==> src/common/adcs_pkg.sv <==
/*
  Constants, types and decode functions for the serial converter control block.
  Assumes a 125 MHz system clock; all link pins are sampled into that domain.
*/
`default_nettype none

package adcs_pkg;

  // ==========================================================================
  // Control byte layout
  localparam int          CTRL_LEN      = 8;
  localparam int          CTRL_START    = 7;
  localparam int          CTRL_CHAN_HI  = 6;
  localparam int          CTRL_CHAN_LO  = 4;
  localparam int          CTRL_POL      = 3;
  localparam int          CTRL_SGL      = 2;
  localparam int          CTRL_PD_HI    = 1;
  localparam int          CTRL_PD_LO    = 0;
  localparam logic [3:0]  CTRL_CNT_ZERO = 4'h0;
  localparam logic [3:0]  CTRL_CNT_ONE  = 4'h1;
  localparam logic [3:0]  CTRL_CNT_ACQ  = 4'h5;
  localparam logic [3:0]  CTRL_CNT_FULL = 4'h8;
  localparam logic [7:0]  CTRL_FIRST    = 8'h01;

  // ==========================================================================
  // Power and clock mode codes
  localparam logic [1:0]  PD_EXT_CLK    = 2'h3;
  localparam logic [1:0]  PD_INT_CLK    = 2'h2;
  localparam logic [1:0]  PD_FAST_DOWN  = 2'h1;
  localparam logic [1:0]  PD_FULL_DOWN  = 2'h0;

  // ==========================================================================
  // Result framing
  localparam int          RES_LEN       = 12;
  localparam logic [3:0]  OUT_CNT_ZERO  = 4'h0;
  localparam logic [3:0]  OUT_CNT_B3    = 4'h7;
  localparam logic [3:0]  OUT_CNT_LAST  = 4'hC;
  localparam logic [11:0] RES_ZERO      = 12'h000;
  localparam logic [11:0] RES_SIGN_FLIP = 12'h800;

  // ==========================================================================
  // Timing
  localparam int          MCLK_PERIOD_NS  = 8;
  localparam int          CONV_TIME_NS    = 10000;
  localparam int          CONV_CYCLES_INT = CONV_TIME_NS / MCLK_PERIOD_NS;
  localparam int          CONV_CNT_W      = 11;
  localparam logic [10:0] CONV_CYCLES     = CONV_CNT_W'(CONV_CYCLES_INT);
  localparam logic [10:0] CONV_CNT_ZERO   = 11'h000;
  localparam logic [10:0] CONV_CNT_ONE    = 11'h001;

  // ==========================================================================
  // Pin sampling order and reset levels
  localparam int          PIN_W    = 4;
  localparam int          PIN_SCLK = 0;
  localparam int          PIN_DIN  = 1;
  localparam int          PIN_CS   = 2;
  localparam int          PIN_HARD_POWERDOWN_PIN = 3;
  localparam logic [3:0]  PIN_RST  = 4'hC;

  // ==========================================================================
  // Reset values
  localparam logic [7:0]  RST_CFG    = {6'h00, PD_INT_CLK};
  localparam logic        RST_STROBE = 1'b1;

  typedef enum logic [3:0] {
    ST_IDLE = 4'h1,
    ST_EXT  = 4'h2,
    ST_INT  = 4'h4,
    ST_READ = 4'h8
  } adcs_state_t;

  // True when the clock mode runs the conversion from the serial clock
  function automatic logic adcs_is_ext(input logic [1:0] mode);
    return mode == PD_EXT_CLK;
  endfunction : adcs_is_ext

  // Power-down codes keep the last clock mode for the one pending conversion
  function automatic logic [1:0] adcs_clk_mode(input logic [1:0] pd, input logic [1:0] last);
    return pd[1] ? pd : last;
  endfunction : adcs_clk_mode

endpackage : adcs_pkg

`default_nettype wire

==> src/hw/adcs_pin_sync.sv <==
/*
  Two-flop synchroniser with edge detection for the serial link pins.
  Assumes pins are asynchronous to mclk and slower than a quarter of its rate.
*/
`timescale 1ns/1ps
`default_nettype none

module adcs_pin_sync
  import adcs_pkg::*;
#(
  parameter logic [PIN_W-1:0] RST_VAL = PIN_RST
) (
  // Clock and reset
  input  wire logic             mclk,
  input  wire logic             sys_rst,
  // Raw pins
  input  wire logic [PIN_W-1:0] pinIn,
  // Sampled levels and edges
  output logic      [PIN_W-1:0] pinLvl,
  output logic      [PIN_W-1:0] pinRise,
  output logic      [PIN_W-1:0] pinFall
);

  typedef struct packed {
    logic [PIN_W-1:0] meta;
    logic [PIN_W-1:0] stable;
    logic [PIN_W-1:0] last;
  } adcs_sync_t;

  adcs_sync_t sync_q;
  adcs_sync_t sync_d;

  // ==========================================================================
  // Sampling chain
  always_comb begin
    sync_d        = sync_q;
    sync_d.meta   = pinIn;
    sync_d.stable = sync_q.meta;
    sync_d.last   = sync_q.stable;
  end

  always_ff @(posedge mclk) begin
    if (sys_rst) begin
      sync_q <= '{meta: RST_VAL, stable: RST_VAL, last: RST_VAL};
    end else begin
      sync_q <= sync_d;
    end
  end

  // ==========================================================================
  // Edges from the stable stage only
  assign pinLvl  = sync_q.stable;
  assign pinRise = sync_q.stable & ~sync_q.last;
  assign pinFall = ~sync_q.stable & sync_q.last;

endmodule : adcs_pin_sync

`default_nettype wire

==> src/hw/adcs_serial_ctrl.sv <==
/*
  Serial control byte framing and conversion sequencing for a multi-channel
  successive-approximation converter, seen from inside the device.
  Assumes the serial clock, chip select, data input and shutdown pin arrive
  asynchronously and far slower than mclk; the analog core presents a 12-bit
  offset-binary code that is valid whenever sampleTake pulses.
*/
// Operation
// - With chip select low, each rising serial clock captures one input bit.
// - Leading zeros are ignored; the first one bit opens the control byte.
// - Byte: start, channel 3 bits, polarity, input config, power/clock 2 bits.
// - Mode field: 11 external, 10 internal, 01 fast down, 00 full down.
// - Conversion begins on the falling edge after the eighth bit.
// - Track/hold acquires while the last three control bits shift in.
// - External mode: strobe high one serial period after the control byte.
// - External mode: twelve decisions on twelve falls, ten data then two sub.
// - Data output and the external-mode strobe change on falling edges, result MSB first.
// - Unipolar codes straight binary, bipolar codes two's complement.
// - External mode: chip select high floats outputs; next select drives low.
// - Internal mode: strobe low at start, high at end, low at most 10 us.
// - Internal mode: result held; first fall after strobe rise gives MSB.
// - Chip select high blocks input, floats output, internal conversion runs on.
// - Internal mode keeps driving the strobe while chip select is high.
// - Start accepted when idle, or once result bit three is on the output.
// - Chip select fall forcing an early start aborts and restarts conversion.
// - Reset enters internal clock mode with strobe high, ready for a start.
// - Until the first conversion the data output shifts zeros.
// - Three-byte transfer returns zero, ten data, two sub, three zeros.
// - Shutdown pin low forces full power-down and aborts conversion at once.
`timescale 1ns/1ps
`default_nettype none

module adcs_serial_ctrl
  import adcs_pkg::*;
(
  // Clock and reset
  input  wire logic        mclk,
  input  wire logic        sys_rst,
  // Serial link pins
  input  wire logic        sclk,
  input  wire logic        csN,
  input  wire logic        din,
  output logic             dout,
  output logic             doutOe,
  output logic             conversionStrobe,
  output logic             conversionStrobeOe,
  // Hardware power-down pin
  input  wire logic        hardPowerdownN,
  // Converter core
  input  wire logic [11:0] analogCode,
  output logic             trackHold,
  output logic             sampleTake,
  output logic             converting,
  // Configuration status
  output logic [2:0]       channelSel,
  output logic             polaritySelect,
  output logic             inputConfigSelect,
  output logic [1:0]       powerClockSel,
  output logic             externalClockMode,
  // Power status
  output logic             poweredDown,
  output logic             fastPowerdown
);

  // ==========================================================================
  // Pin sampling
  logic [PIN_W-1:0] pinLvl;
  logic [PIN_W-1:0] pinRise;
  logic [PIN_W-1:0] pinFall;

  adcs_pin_sync #(
    .RST_VAL (PIN_RST)
  ) u_sync (
    .mclk    (mclk),
    .sys_rst (sys_rst),
    .pinIn   ({hardPowerdownN, csN, din, sclk}),
    .pinLvl  (pinLvl),
    .pinRise (pinRise),
    .pinFall (pinFall)
  );

  logic sclkRise;
  logic sclkFall;
  logic dinLvl;
  logic csLow;
  logic csFall;
  logic shdnLow;

  assign sclkRise = pinRise[PIN_SCLK];
  assign sclkFall = pinFall[PIN_SCLK];
  assign dinLvl   = pinLvl[PIN_DIN];
  assign csLow    = ~pinLvl[PIN_CS];
  assign csFall   = pinFall[PIN_CS];
  assign shdnLow  = ~pinLvl[PIN_HARD_POWERDOWN_PIN];

  // ==========================================================================
  // State
  typedef struct packed {
    adcs_state_t       st;
    logic [3:0]        ctrlCnt;
    logic [7:0]        ctrl;
    logic              csArm;
    logic [1:0]        clkMode;
    logic [7:0]        cfg;
    logic [11:0]       result;
    logic [3:0]        outCnt;
    logic [10:0]       convCnt;
    logic              doutBit;
    logic              strobe;
    logic              acquire;
    logic              sample;
    logic              pwrDown;
    logic              pendDown;
  } adcs_ctrl_t;

  adcs_ctrl_t ctl_q;
  adcs_ctrl_t ctl_d;

  logic       startOk;
  logic       pastB3;
  logic [1:0] newMode;
  logic       earlyAbort;

  // ==========================================================================
  // Next state
  always_comb begin
    ctl_d        = ctl_q;
    ctl_d.sample = 1'b0;
    newMode      = adcs_clk_mode(ctl_q.ctrl[CTRL_PD_HI:CTRL_PD_LO], ctl_q.clkMode);
    pastB3       = (ctl_q.st == ST_EXT || ctl_q.st == ST_READ)
                   && ctl_q.outCnt >= OUT_CNT_B3;
    startOk      = ctl_q.st == ST_IDLE || pastB3 || ctl_q.csArm;
    earlyAbort   = ctl_q.csArm && ctl_q.st != ST_IDLE && !pastB3;

    // Chip select fall arms a forced start and, in external clock mode, restores a driven low strobe
    if (csFall) begin
      ctl_d.csArm = 1'b1;
      if (adcs_is_ext(ctl_q.clkMode)) begin
        ctl_d.strobe = 1'b0;
      end
    end

    // Internal conversion timer
    if (ctl_q.st == ST_INT) begin
      if (ctl_q.convCnt == CONV_CYCLES - CONV_CNT_ONE) begin
        ctl_d.st     = ST_READ;
        ctl_d.strobe = 1'b1;
      end else begin
        ctl_d.convCnt = ctl_q.convCnt + CONV_CNT_ONE;
      end
    end

    // Control byte capture on rising edges while selected
    if (sclkRise && csLow) begin
      if (ctl_q.ctrlCnt == CTRL_CNT_ZERO) begin
        if (dinLvl && startOk) begin
          ctl_d.ctrl    = CTRL_FIRST;
          ctl_d.ctrlCnt = CTRL_CNT_ONE;
          ctl_d.csArm   = 1'b0;
          ctl_d.pwrDown = 1'b0;
          if (earlyAbort) begin
            ctl_d.st      = ST_IDLE;
            ctl_d.result  = RES_ZERO;
            ctl_d.doutBit = 1'b0;
          end
        end
      end else if (ctl_q.ctrlCnt != CTRL_CNT_FULL) begin
        ctl_d.ctrl    = {ctl_q.ctrl[CTRL_LEN-2:0], dinLvl};
        ctl_d.ctrlCnt = ctl_q.ctrlCnt + CTRL_CNT_ONE;
      end
    end

    // Falling edges: conversion start and result shifting
    if (sclkFall) begin
      if (ctl_q.ctrlCnt == CTRL_CNT_FULL) begin
        ctl_d.ctrlCnt  = CTRL_CNT_ZERO;
        ctl_d.cfg      = ctl_q.ctrl;
        ctl_d.clkMode  = newMode;
        ctl_d.pendDown = ~ctl_q.ctrl[CTRL_PD_HI];
        ctl_d.sample   = 1'b1;
        ctl_d.outCnt   = OUT_CNT_ZERO;
        ctl_d.doutBit  = 1'b0;
        ctl_d.convCnt  = CONV_CNT_ZERO;
        if (ctl_q.ctrl[CTRL_POL]) begin
          ctl_d.result = analogCode;
        end else begin
          ctl_d.result = analogCode ^ RES_SIGN_FLIP;
        end
        if (adcs_is_ext(newMode)) begin
          ctl_d.st     = ST_EXT;
          ctl_d.strobe = 1'b1;
        end else begin
          ctl_d.st     = ST_INT;
          ctl_d.strobe = 1'b0;
        end
      end else begin
        unique case (ctl_q.st)
          ST_EXT, ST_READ: begin
            ctl_d.strobe = ctl_q.st == ST_READ;
            if (ctl_q.outCnt != OUT_CNT_LAST) begin
              ctl_d.doutBit = ctl_q.result[RES_LEN-1];
              ctl_d.result  = {ctl_q.result[RES_LEN-2:0], 1'b0};
              ctl_d.outCnt  = ctl_q.outCnt + CTRL_CNT_ONE;
            end else begin
              ctl_d.doutBit = 1'b0;
              ctl_d.st      = ST_IDLE;
              ctl_d.pwrDown = ctl_q.pendDown;
            end
          end
          ST_INT: begin
            ctl_d.doutBit = 1'b0;
          end
          ST_IDLE: begin
            ctl_d.doutBit = 1'b0;
          end
          default: begin
            ctl_d.st = ST_IDLE;
          end
        endcase
      end
    end

    // Acquisition window over the last three control bits
    ctl_d.acquire = ctl_d.ctrlCnt >= CTRL_CNT_ACQ;

    // Hardware shutdown overrides sequencing, data output and power fields; strobe, result and clock mode keep their values
    if (shdnLow) begin
      ctl_d.st       = ST_IDLE;
      ctl_d.ctrlCnt  = CTRL_CNT_ZERO;
      ctl_d.csArm    = 1'b0;
      ctl_d.acquire  = 1'b0;
      ctl_d.sample   = 1'b0;
      ctl_d.doutBit  = 1'b0;
      ctl_d.pwrDown  = 1'b1;
      ctl_d.pendDown = 1'b0;
      ctl_d.cfg[CTRL_PD_HI:CTRL_PD_LO] = PD_FULL_DOWN;
    end
  end

  // ==========================================================================
  // Register
  always_ff @(posedge mclk) begin
    if (sys_rst) begin
      ctl_q.st       <= ST_IDLE;
      ctl_q.ctrlCnt  <= CTRL_CNT_ZERO;
      ctl_q.ctrl     <= '0;
      ctl_q.csArm    <= 1'b0;
      ctl_q.clkMode  <= PD_INT_CLK;
      ctl_q.cfg      <= RST_CFG;
      ctl_q.result   <= RES_ZERO;
      ctl_q.outCnt   <= OUT_CNT_ZERO;
      ctl_q.convCnt  <= CONV_CNT_ZERO;
      ctl_q.doutBit  <= 1'b0;
      ctl_q.strobe   <= RST_STROBE;
      ctl_q.acquire  <= 1'b0;
      ctl_q.sample   <= 1'b0;
      ctl_q.pwrDown  <= 1'b0;
      ctl_q.pendDown <= 1'b0;
    end else begin
      ctl_q <= ctl_d;
    end
  end

  // ==========================================================================
  // Pin drivers
  assign dout               = ctl_q.doutBit;
  assign doutOe             = csLow;
  assign conversionStrobe   = ctl_q.strobe;
  assign conversionStrobeOe = csLow || !adcs_is_ext(ctl_q.clkMode);

  // ==========================================================================
  // Core and status outputs
  assign trackHold         = ctl_q.acquire;
  assign sampleTake        = ctl_q.sample;
  assign converting        = ctl_q.st == ST_EXT || ctl_q.st == ST_INT;
  assign channelSel        = ctl_q.cfg[CTRL_CHAN_HI:CTRL_CHAN_LO];
  assign polaritySelect    = ctl_q.cfg[CTRL_POL];
  assign inputConfigSelect = ctl_q.cfg[CTRL_SGL];
  assign powerClockSel     = ctl_q.cfg[CTRL_PD_HI:CTRL_PD_LO];
  assign externalClockMode = adcs_is_ext(ctl_q.clkMode);
  assign poweredDown       = ctl_q.pwrDown;
  assign fastPowerdown     = ctl_q.pwrDown && !shdnLow
                             && ctl_q.cfg[CTRL_PD_HI:CTRL_PD_LO] == PD_FAST_DOWN;

endmodule : adcs_serial_ctrl

`default_nettype wire

==> config.mk <==
export PLATFORM = sky130hd
export DESIGN_NAME = adcs_serial_ctrl
export DESIGN_NICKNAME = d
export VERILOG_FILES = /design/src/common/adcs_pkg.sv /design/src/hw/adcs_pin_sync.sv /design/src/hw/adcs_serial_ctrl.sv
export SDC_FILE = /design/constraint.sdc
export NUM_CORES = 1
export LEC_CHECK = 0
export BUFFER_PORTS_ARGS = -buffer_cell sky130_fd_sc_hd__buf_4
export CORE_ASPECT_RATIO = 1.2
export CORE_MARGIN = 5
export CORE_UTILIZATION = 35
export CTS_BUF_LIST = sky130_fd_sc_hd__clkbuf_4
export DETAILED_ROUTE_END_ITERATION = 7
export GPL_TIMING_DRIVEN = 0
export PLACE_DENSITY = 0.5
export SLEW_MARGIN = 40
export SYNTH_ARGS = -nofsm -noshare
export SYNTH_HDL_FRONTEND = slang
export SYNTH_HIERARCHICAL = 1
export SYNTH_SLANG_ARGS = --single-unit
==> constraint.sdc <==
create_clock -name mclk -period 4.3 [get_ports mclk]
set_input_delay 1.075 -clock mclk [delete_from_list [all_inputs] [get_ports mclk]]
set_output_delay 1.075 -clock mclk [all_outputs]
set_load 0.02 [all_outputs]
==> results.md, run 1 <==
* Max Root-Sink Buffers at 2
* WP buf/inv at 2
* Crit-path cells: buf_4, xnor2_1, nor3_1, buf_4
* IO buf count at 34
* LEAKAGE at 1.401 nW
* CTS clock-pin slew for the worst setup and hold paths at 0.11 ns
* First-pass GRT wire length at 13220 um
* Post-Syn Instances at 362
* Final nets at 431
* Clock group share of total power at 0.380
* Via count at 2744
* TritonCTS Buffers at 9
* Antenna Cells at 0
* Synth warnings at 6
* Share of cells above drive strength 1 at 0.1971
* Sequential Power Share at 0.577
* Worst path slowest cell: dfxtp_1
* RSZ-0062 raised after global routing: no
* Setup TNS at 0 ns
* Total of max-cap violations at 0
* Post-CTS Setup Bufs at 0
* Initial antenna violation count at 0
* Hpwl dp at 5876 um
* Via density at roughly 5.2
* CTS Sinks at 68
* Clock Latency Late Sink at 0.41 ns
* CP max FO at 10
* Num rows at 38
* Die ar. at 11470 um^2
* GRT Residual Overflow at 0
* CP top delay family: buffers and inverters
* Largest net degree at the start of global routing at 13
* Cell Pwr Density at 288.5 nW/um^2
* Worst Path Required at 3.22 ns
* Overall power at 1.107 mW
* WL/cell at 15.14 um
* Multi-input combinational cell area at 1720 um^2
* Max-slew violation count at 0
* Syn nets at 386
* Final GP Congestion at 0.7705
* WS Path Type: reg2out
* Avg Cell Area, Syn at 9.111 um^2
* Internal at 0.8317 mW
* Fmax at about 420 MHz
* Detailed Route WL at 8037 um
* CORE AREA at 9129 um^2
* CTS root buf: clkbuf_4
* Logic pwr share at 0.044
* WHS at 0.4241 ns
* Hold Path Class: reg2reg
* Starting density of the core at 0.3613
* Worst-Margin Slew at 0.7474 ns
* Element type at the critical path end: primary output
* Remaining DRCs at 0
* Final period util at 0.5594
* Storage element area at 1361 um^2
* FILL cells at between 900 and 1k
* Peak VDD IR at between 100 and 150 uV
* Ports at 35
* Cts repair resizes at 0
* H-tree depth at 3
* Number of global-route vias before repair at 2720
* Slew margin rel. at 0.5007
* Worst stage delay on the critical path at approximately 0.33 ns
* Cell area after synthesis at 3298 um^2
* Die Y at approximately 120 um
* Worst EP arrival at 1.33 ns
* Sw Share at 0.2485
* TritonCTS clock tree: built
* Hold Vio Cnt, Final at 0
* Total Routing Usage GR at 0.1441
* Initial DRC count at ~130
* NetSw at 0.2750 mW
* Final clock skew at roughly 0.017 ns
* Most common cell on crit path: buf_4
* CP startpoint kind: flip-flop
* Cts hold-fix bufs at 0
* Synth-to-layout area growth at 16.31%
* Tmin final at 2.405 ns
* Die Wd at 98.62 um
* Pre-antenna DRT Iters at 4
* Routed Antenna Nets at 0
* Status: finished clean
* Final setup violation count at 0
[cell usage in the layout, fill, tap and decap left out, types with 6 or more instances in the layout]
cell,n
or2_1,6
o21ai_0,9
nand3_1,14
clkbuf_1,15
a21oi_1,14
clkbuf_4,9
nand2_1,48
nand4_1,6
dfxtp_1,68
a32o_1,11
nor2b_1,12
nor2_1,20
inv_1,14
o2bb2ai_1,10
buf_4,44
ha_1,6
[power groups by stage]
stage,clock (mW),combinational (mW),sequential (mW)
final,0.420,0.0484,0.638
after global placement,0,0.0488,0.652
after floorplan,0,0.0241,0.653
after detailed placement,0,0.0492,0.652
after CTS,0.436,0.0494,0.638
after global routing,0.460,0.0535,0.639
[per-stage QoR]
step                worst slack, ns  std cells  instance area (um^2)  utilization
floorplan                     2.168        362                  3298            -
global placement              1.597        516                  3704       0.4057
detailed placement            1.533        516                  3704       0.4057
CTS                           1.841        531                  3836       0.4202
global route                  1.796        531                  3836       0.4202
finish                        1.895        531                  3836       0.4202
[flip-flops by register name (all words and copies together) (netlist names)]
| signal | flops |
|---|---|
| poweredDown | 1 |
| trackHold | 1 |
| dout | 1 |
| channelSel | 3 |
| u_sync/sync_q | 2 |
| polaritySelect | 1 |
| conversionStrobe | 1 |
| u_sync/pinLvl | 4 |
| u_sync/sync_d | 4 |
| sampleTake | 1 |
| inputConfigSelect | 1 |
| ctl_q | 46 |
| powerClockSel | 2 |
[metal layers]
metal,GRT usage,up-vias,share of wire
met2,0.2512,42,0.50
li1,-,1391,-
met1,0.1796,1303,0.47
met5,0,-,0
met3,0.03405,8,0.028
met4,0.03825,0,0.010
[worst paths after layout]
path / start / end / slack, ns / cells after the start
setup / recovery: ctl_q[58] / converting / 1.89 / 4
hold / removal: u_sync/sync_d[7] / u_sync/pinLvl[3] / 0.42 / 1
setup reg to reg: u_sync/sync_q[0] / ctl_q[57] / 2.08 / 7
hold reg to reg: u_sync/sync_d[7] / u_sync/pinLvl[3] / 0.42 / 1
[cell type report]
type                            instances  area share
Multi-Input combinational cell        251      0.4485
Sequential cell                        68      0.3549
Timing Repair Buffer                   34     0.06654
Buffer                                 29     0.04273
Tap cell                              120     0.03914
Clock buffer                            9     0.01761
Clock inverter                          6     0.01696
Inverter                               14     0.01370
Power figures use the tool's default switching activity.
==> run 2: changes to the inputs <==
--- a/config.mk
+++ b/config.mk
@@ -12,7 +12,7 @@
 export CTS_BUF_LIST = sky130_fd_sc_hd__clkbuf_4
 export DETAILED_ROUTE_END_ITERATION = 7
 export GPL_TIMING_DRIVEN = 0
-export PLACE_DENSITY = 0.5
+export PLACE_DENSITY = 0.52
 export SLEW_MARGIN = 40
 export SYNTH_ARGS = -nofsm -noshare
 export SYNTH_HDL_FRONTEND = slang
==> constraint.sdc (replaced) <==
create_clock -name mclk -period 2.2 [get_ports mclk]
set_input_delay 0.55 -clock mclk [delete_from_list [all_inputs] [get_ports mclk]]
set_output_delay 0.55 -clock mclk [all_outputs]
set_load 0.02 [all_outputs]
==> run 2 against run 1 <==
  * Hold slack worse by 0.13 ns
  * Combinational power is 95% higher
  * Clock power is 120% higher
  * Critical path type is now reg2reg
  * Largest cell class unchanged
==> results.md, run 2 (same netlist as run 1, synthesis figures left out) <==
* Status: finished clean
* Crit path from: u_sync/sync_q[0]
* Num rows at 38 (unchanged)
* Max FFs per register at 46 (unchanged)
* Most frequent cells in the layout: dfxtp_1 (68), nand2_1 (48), buf_4 (45)
* Total Routing Usage GR at 0.1412 (-0.002930)
* Max-slew violation count at 0 (unchanged)
* Final period util at 0.9340
* Max Root-Sink Buffers at 2 (unchanged)
* Via count at 2755 (+0.40%)
* Initial antenna violation count at 0 (unchanged)
* TritonCTS Buffers at 9 (unchanged)
* Largest net degree at the start of global routing at 13 (unchanged)
* Routed Antenna Nets at 0 (unchanged)
* LEAKAGE at 1.433 nW (+2.3%)
* Tmin final at 2.055 ns
* Initial DRC count at 128 (+0.79%)
* WL/cell at 14.80 um (-2.2%)
* Worst EP arrival at 2.37 ns (+1.04 ns)
* Die ar. at 11470 um^2 (unchanged)
* Final clock skew at 0.01498 ns (-0.001681 ns)
* Via density at 5.179 (+0.21%)
* GRT Residual Overflow at 0 (unchanged)
* Cell Pwr Density at 586.3 nW/um^2 (+100%)
* Synth-to-layout area growth at 17.60%
* Flop-to-flop setup slack at 0.15 ns (-1.93 ns)
* WP buf/inv at 2 (unchanged)
* WS Path Type: reg2reg
* Peak VDD IR at 331.3 uV (+190%)
* CP Depth at 6 (+2)
* Non-Filler Instances at 532 (+0.19%)
* RSZ-0062 raised after global routing: no
* Crit-path cells: nor2b_1, clkbuf_1, nand4b_1, o211a_1, buf_2, a32o_1
* Antenna Cells at 0 (unchanged)
* Largest Register: ctl_q
* Hold Vio Cnt, Final at 0 (unchanged)
* Fmax at 486.7 MHz
* Die Wd at 98.62 um (unchanged)
* First-pass GRT wire length at 13050 um (-1.3%)
* Detailed Route WL at 7876 um (-2.0%)
* Inst Count DP at 516 (unchanged)
* Number of global-route vias before repair at 2631 (-3.3%)
* CORE AREA at 9129 um^2 (unchanged)
* RR Startpoint: u_sync/sync_q[0]
* Cell area after layout at 3879 um^2 (+1.1%)
* Pre-antenna DRT Iters at 4 (unchanged)
* TritonCTS clock tree: built
* Starting density of the core at 0.3613 (unchanged)
* FILL cells at 951 (-3.0%)
* IO buf count at 34 (unchanged)
* H-tree depth at 3 (unchanged)
* CTS clock-pin slew for the worst setup and hold paths at 0.12 ns (about the same)
* Clock Latency Late Sink at 0.42 ns (about the same)
* Worst stage delay on the critical path at 0.36 ns (+0.03 ns)
* CP startpoint kind: flip-flop
* Die Y at 116.3 um (unchanged)
* Ports at 35 (unchanged)
* Worst-Margin Slew at 0.6576 ns (-0.08978 ns)
* Hold Path Class: in2reg
* Element type at the critical path end: flip-flop
* Overall power at 2.274 mW (+110%)
* Total of max-cap violations at 0 (unchanged)
* Reg2reg end: ctl_q[23]
* Final GP Congestion at 0.7533 (-2.2%)
* Slew margin rel. at 0.5606 (+0.05998)
* Final WS setup at 0.1452 ns (-1.749 ns)
* Remaining DRCs at 0 (unchanged)
* Reg2reg path depth at 6 (-1)
* Final nets at 432 (+0.23%)
* Share of cells above drive strength 1 at 0.2136 (+0.01651)
* Pre-CTS setup slack at -0.01775 ns (-1.551 ns)
* CTS Sinks at 68 (unchanged)
* CTS root buf: clkbuf_4
* Post-DP Area at 3704 um^2 (unchanged)
* Hpwl dp at 5816 um (-1.0%)
* CP Capture Point: ctl_q[23]
* WHS at 0.2978 ns (-0.1262 ns)
* Final setup violation count at 0 (unchanged)
* CP top delay family: buffers and inverters
* Worst path slowest cell: clkbuf_1
* CP max FO at 10 (unchanged)
* Commonest non-fill, non-tap cell in the layout: dfxtp_1
* Worst Path Required at 2.51 ns (-0.71 ns)
==> run 2: worst min path at each step <==
stage                          start          endpoint  slack [ns]  cells past startpoint
floorplan           u_sync/sync_d[6]  u_sync/pinLvl[2]        0.38                      1
global placement    u_sync/sync_d[6]  u_sync/pinLvl[2]        0.39                      1
detailed placement  u_sync/sync_d[7]  u_sync/pinLvl[3]        0.39                      1
CTS                              csN  u_sync/sync_d[6]        0.27                      2
global route                     csN  u_sync/sync_d[6]        0.28                      2
finish                           csN  u_sync/sync_d[6]        0.30                      2
==> run 2: repair_timing <==
item | 4_1_cts | 5_1_grt
hold buffers | 0 | 0
buffers inserted | 0 | 1
resized for setup | 4 | 1
endpoints found under the setup margin | 12 | 10
pin swaps | 0 | 1
==> run 2: per-layer routing <==
| metal | up-vias | part of all wire | GRT usage | wire length (um) |
|---|---|---|---|---|
| met4 | 0 | 0.019 | 0.05738 | 148 |
| li1 | 1391 | - | - | - |
| met5 | - | 0 | 0 | 0 |
| met2 | 58 | 0.48 | 0.2395 | 3773 |
| met3 | 12 | 0.043 | 0.02330 | 339 |
| met1 | 1294 | 0.46 | 0.1795 | 3614 |
==> run 2: through the flow <==
step / TNS [ns] / util
2_1_floorplan: 0 / -
3_3_place_gp: -0.01214 / 0.4057
3_5_place_dp: -0.1156 / 0.4057
4_1_cts: 0 / 0.4238
5_1_grt: 0 / 0.4249
6_report: 0 / 0.4249
==> run 2: power by group <==
| part | total [mW] | switching (mW) | internal [mW] |
|---|---|---|---|
| Sequential | 1.25 | 0.00550 | 1.24 |
| Clock | 0.932 | 0.476 | 0.456 |
| Combinational | 0.0946 | 0.0507 | 0.0439 |
==> run 2: cell type report <==
cell class,instances,area [um^2],share of cell area
multi-input cells,251,1728,0.4455
flip-flops and latches,68,1361,0.3510
repair buffers,35,262.8,0.06774
plain buffers,29,166.4,0.04290
well taps,120,150.1,0.03871
clock inverters,6,90.09,0.02323
clock buffers,9,67.56,0.01742
inverters,14,52.55,0.01355
==> run 2: worst register-to-register path: stages (launching register included) <==
cell and delay [ns]:
dfxtp_1 0.35, nor2b_1 0.15, clkbuf_1 0.36, nand4b_1 0.35, o211a_1 0.26, buf_2 0.21, a32o_1 0.28
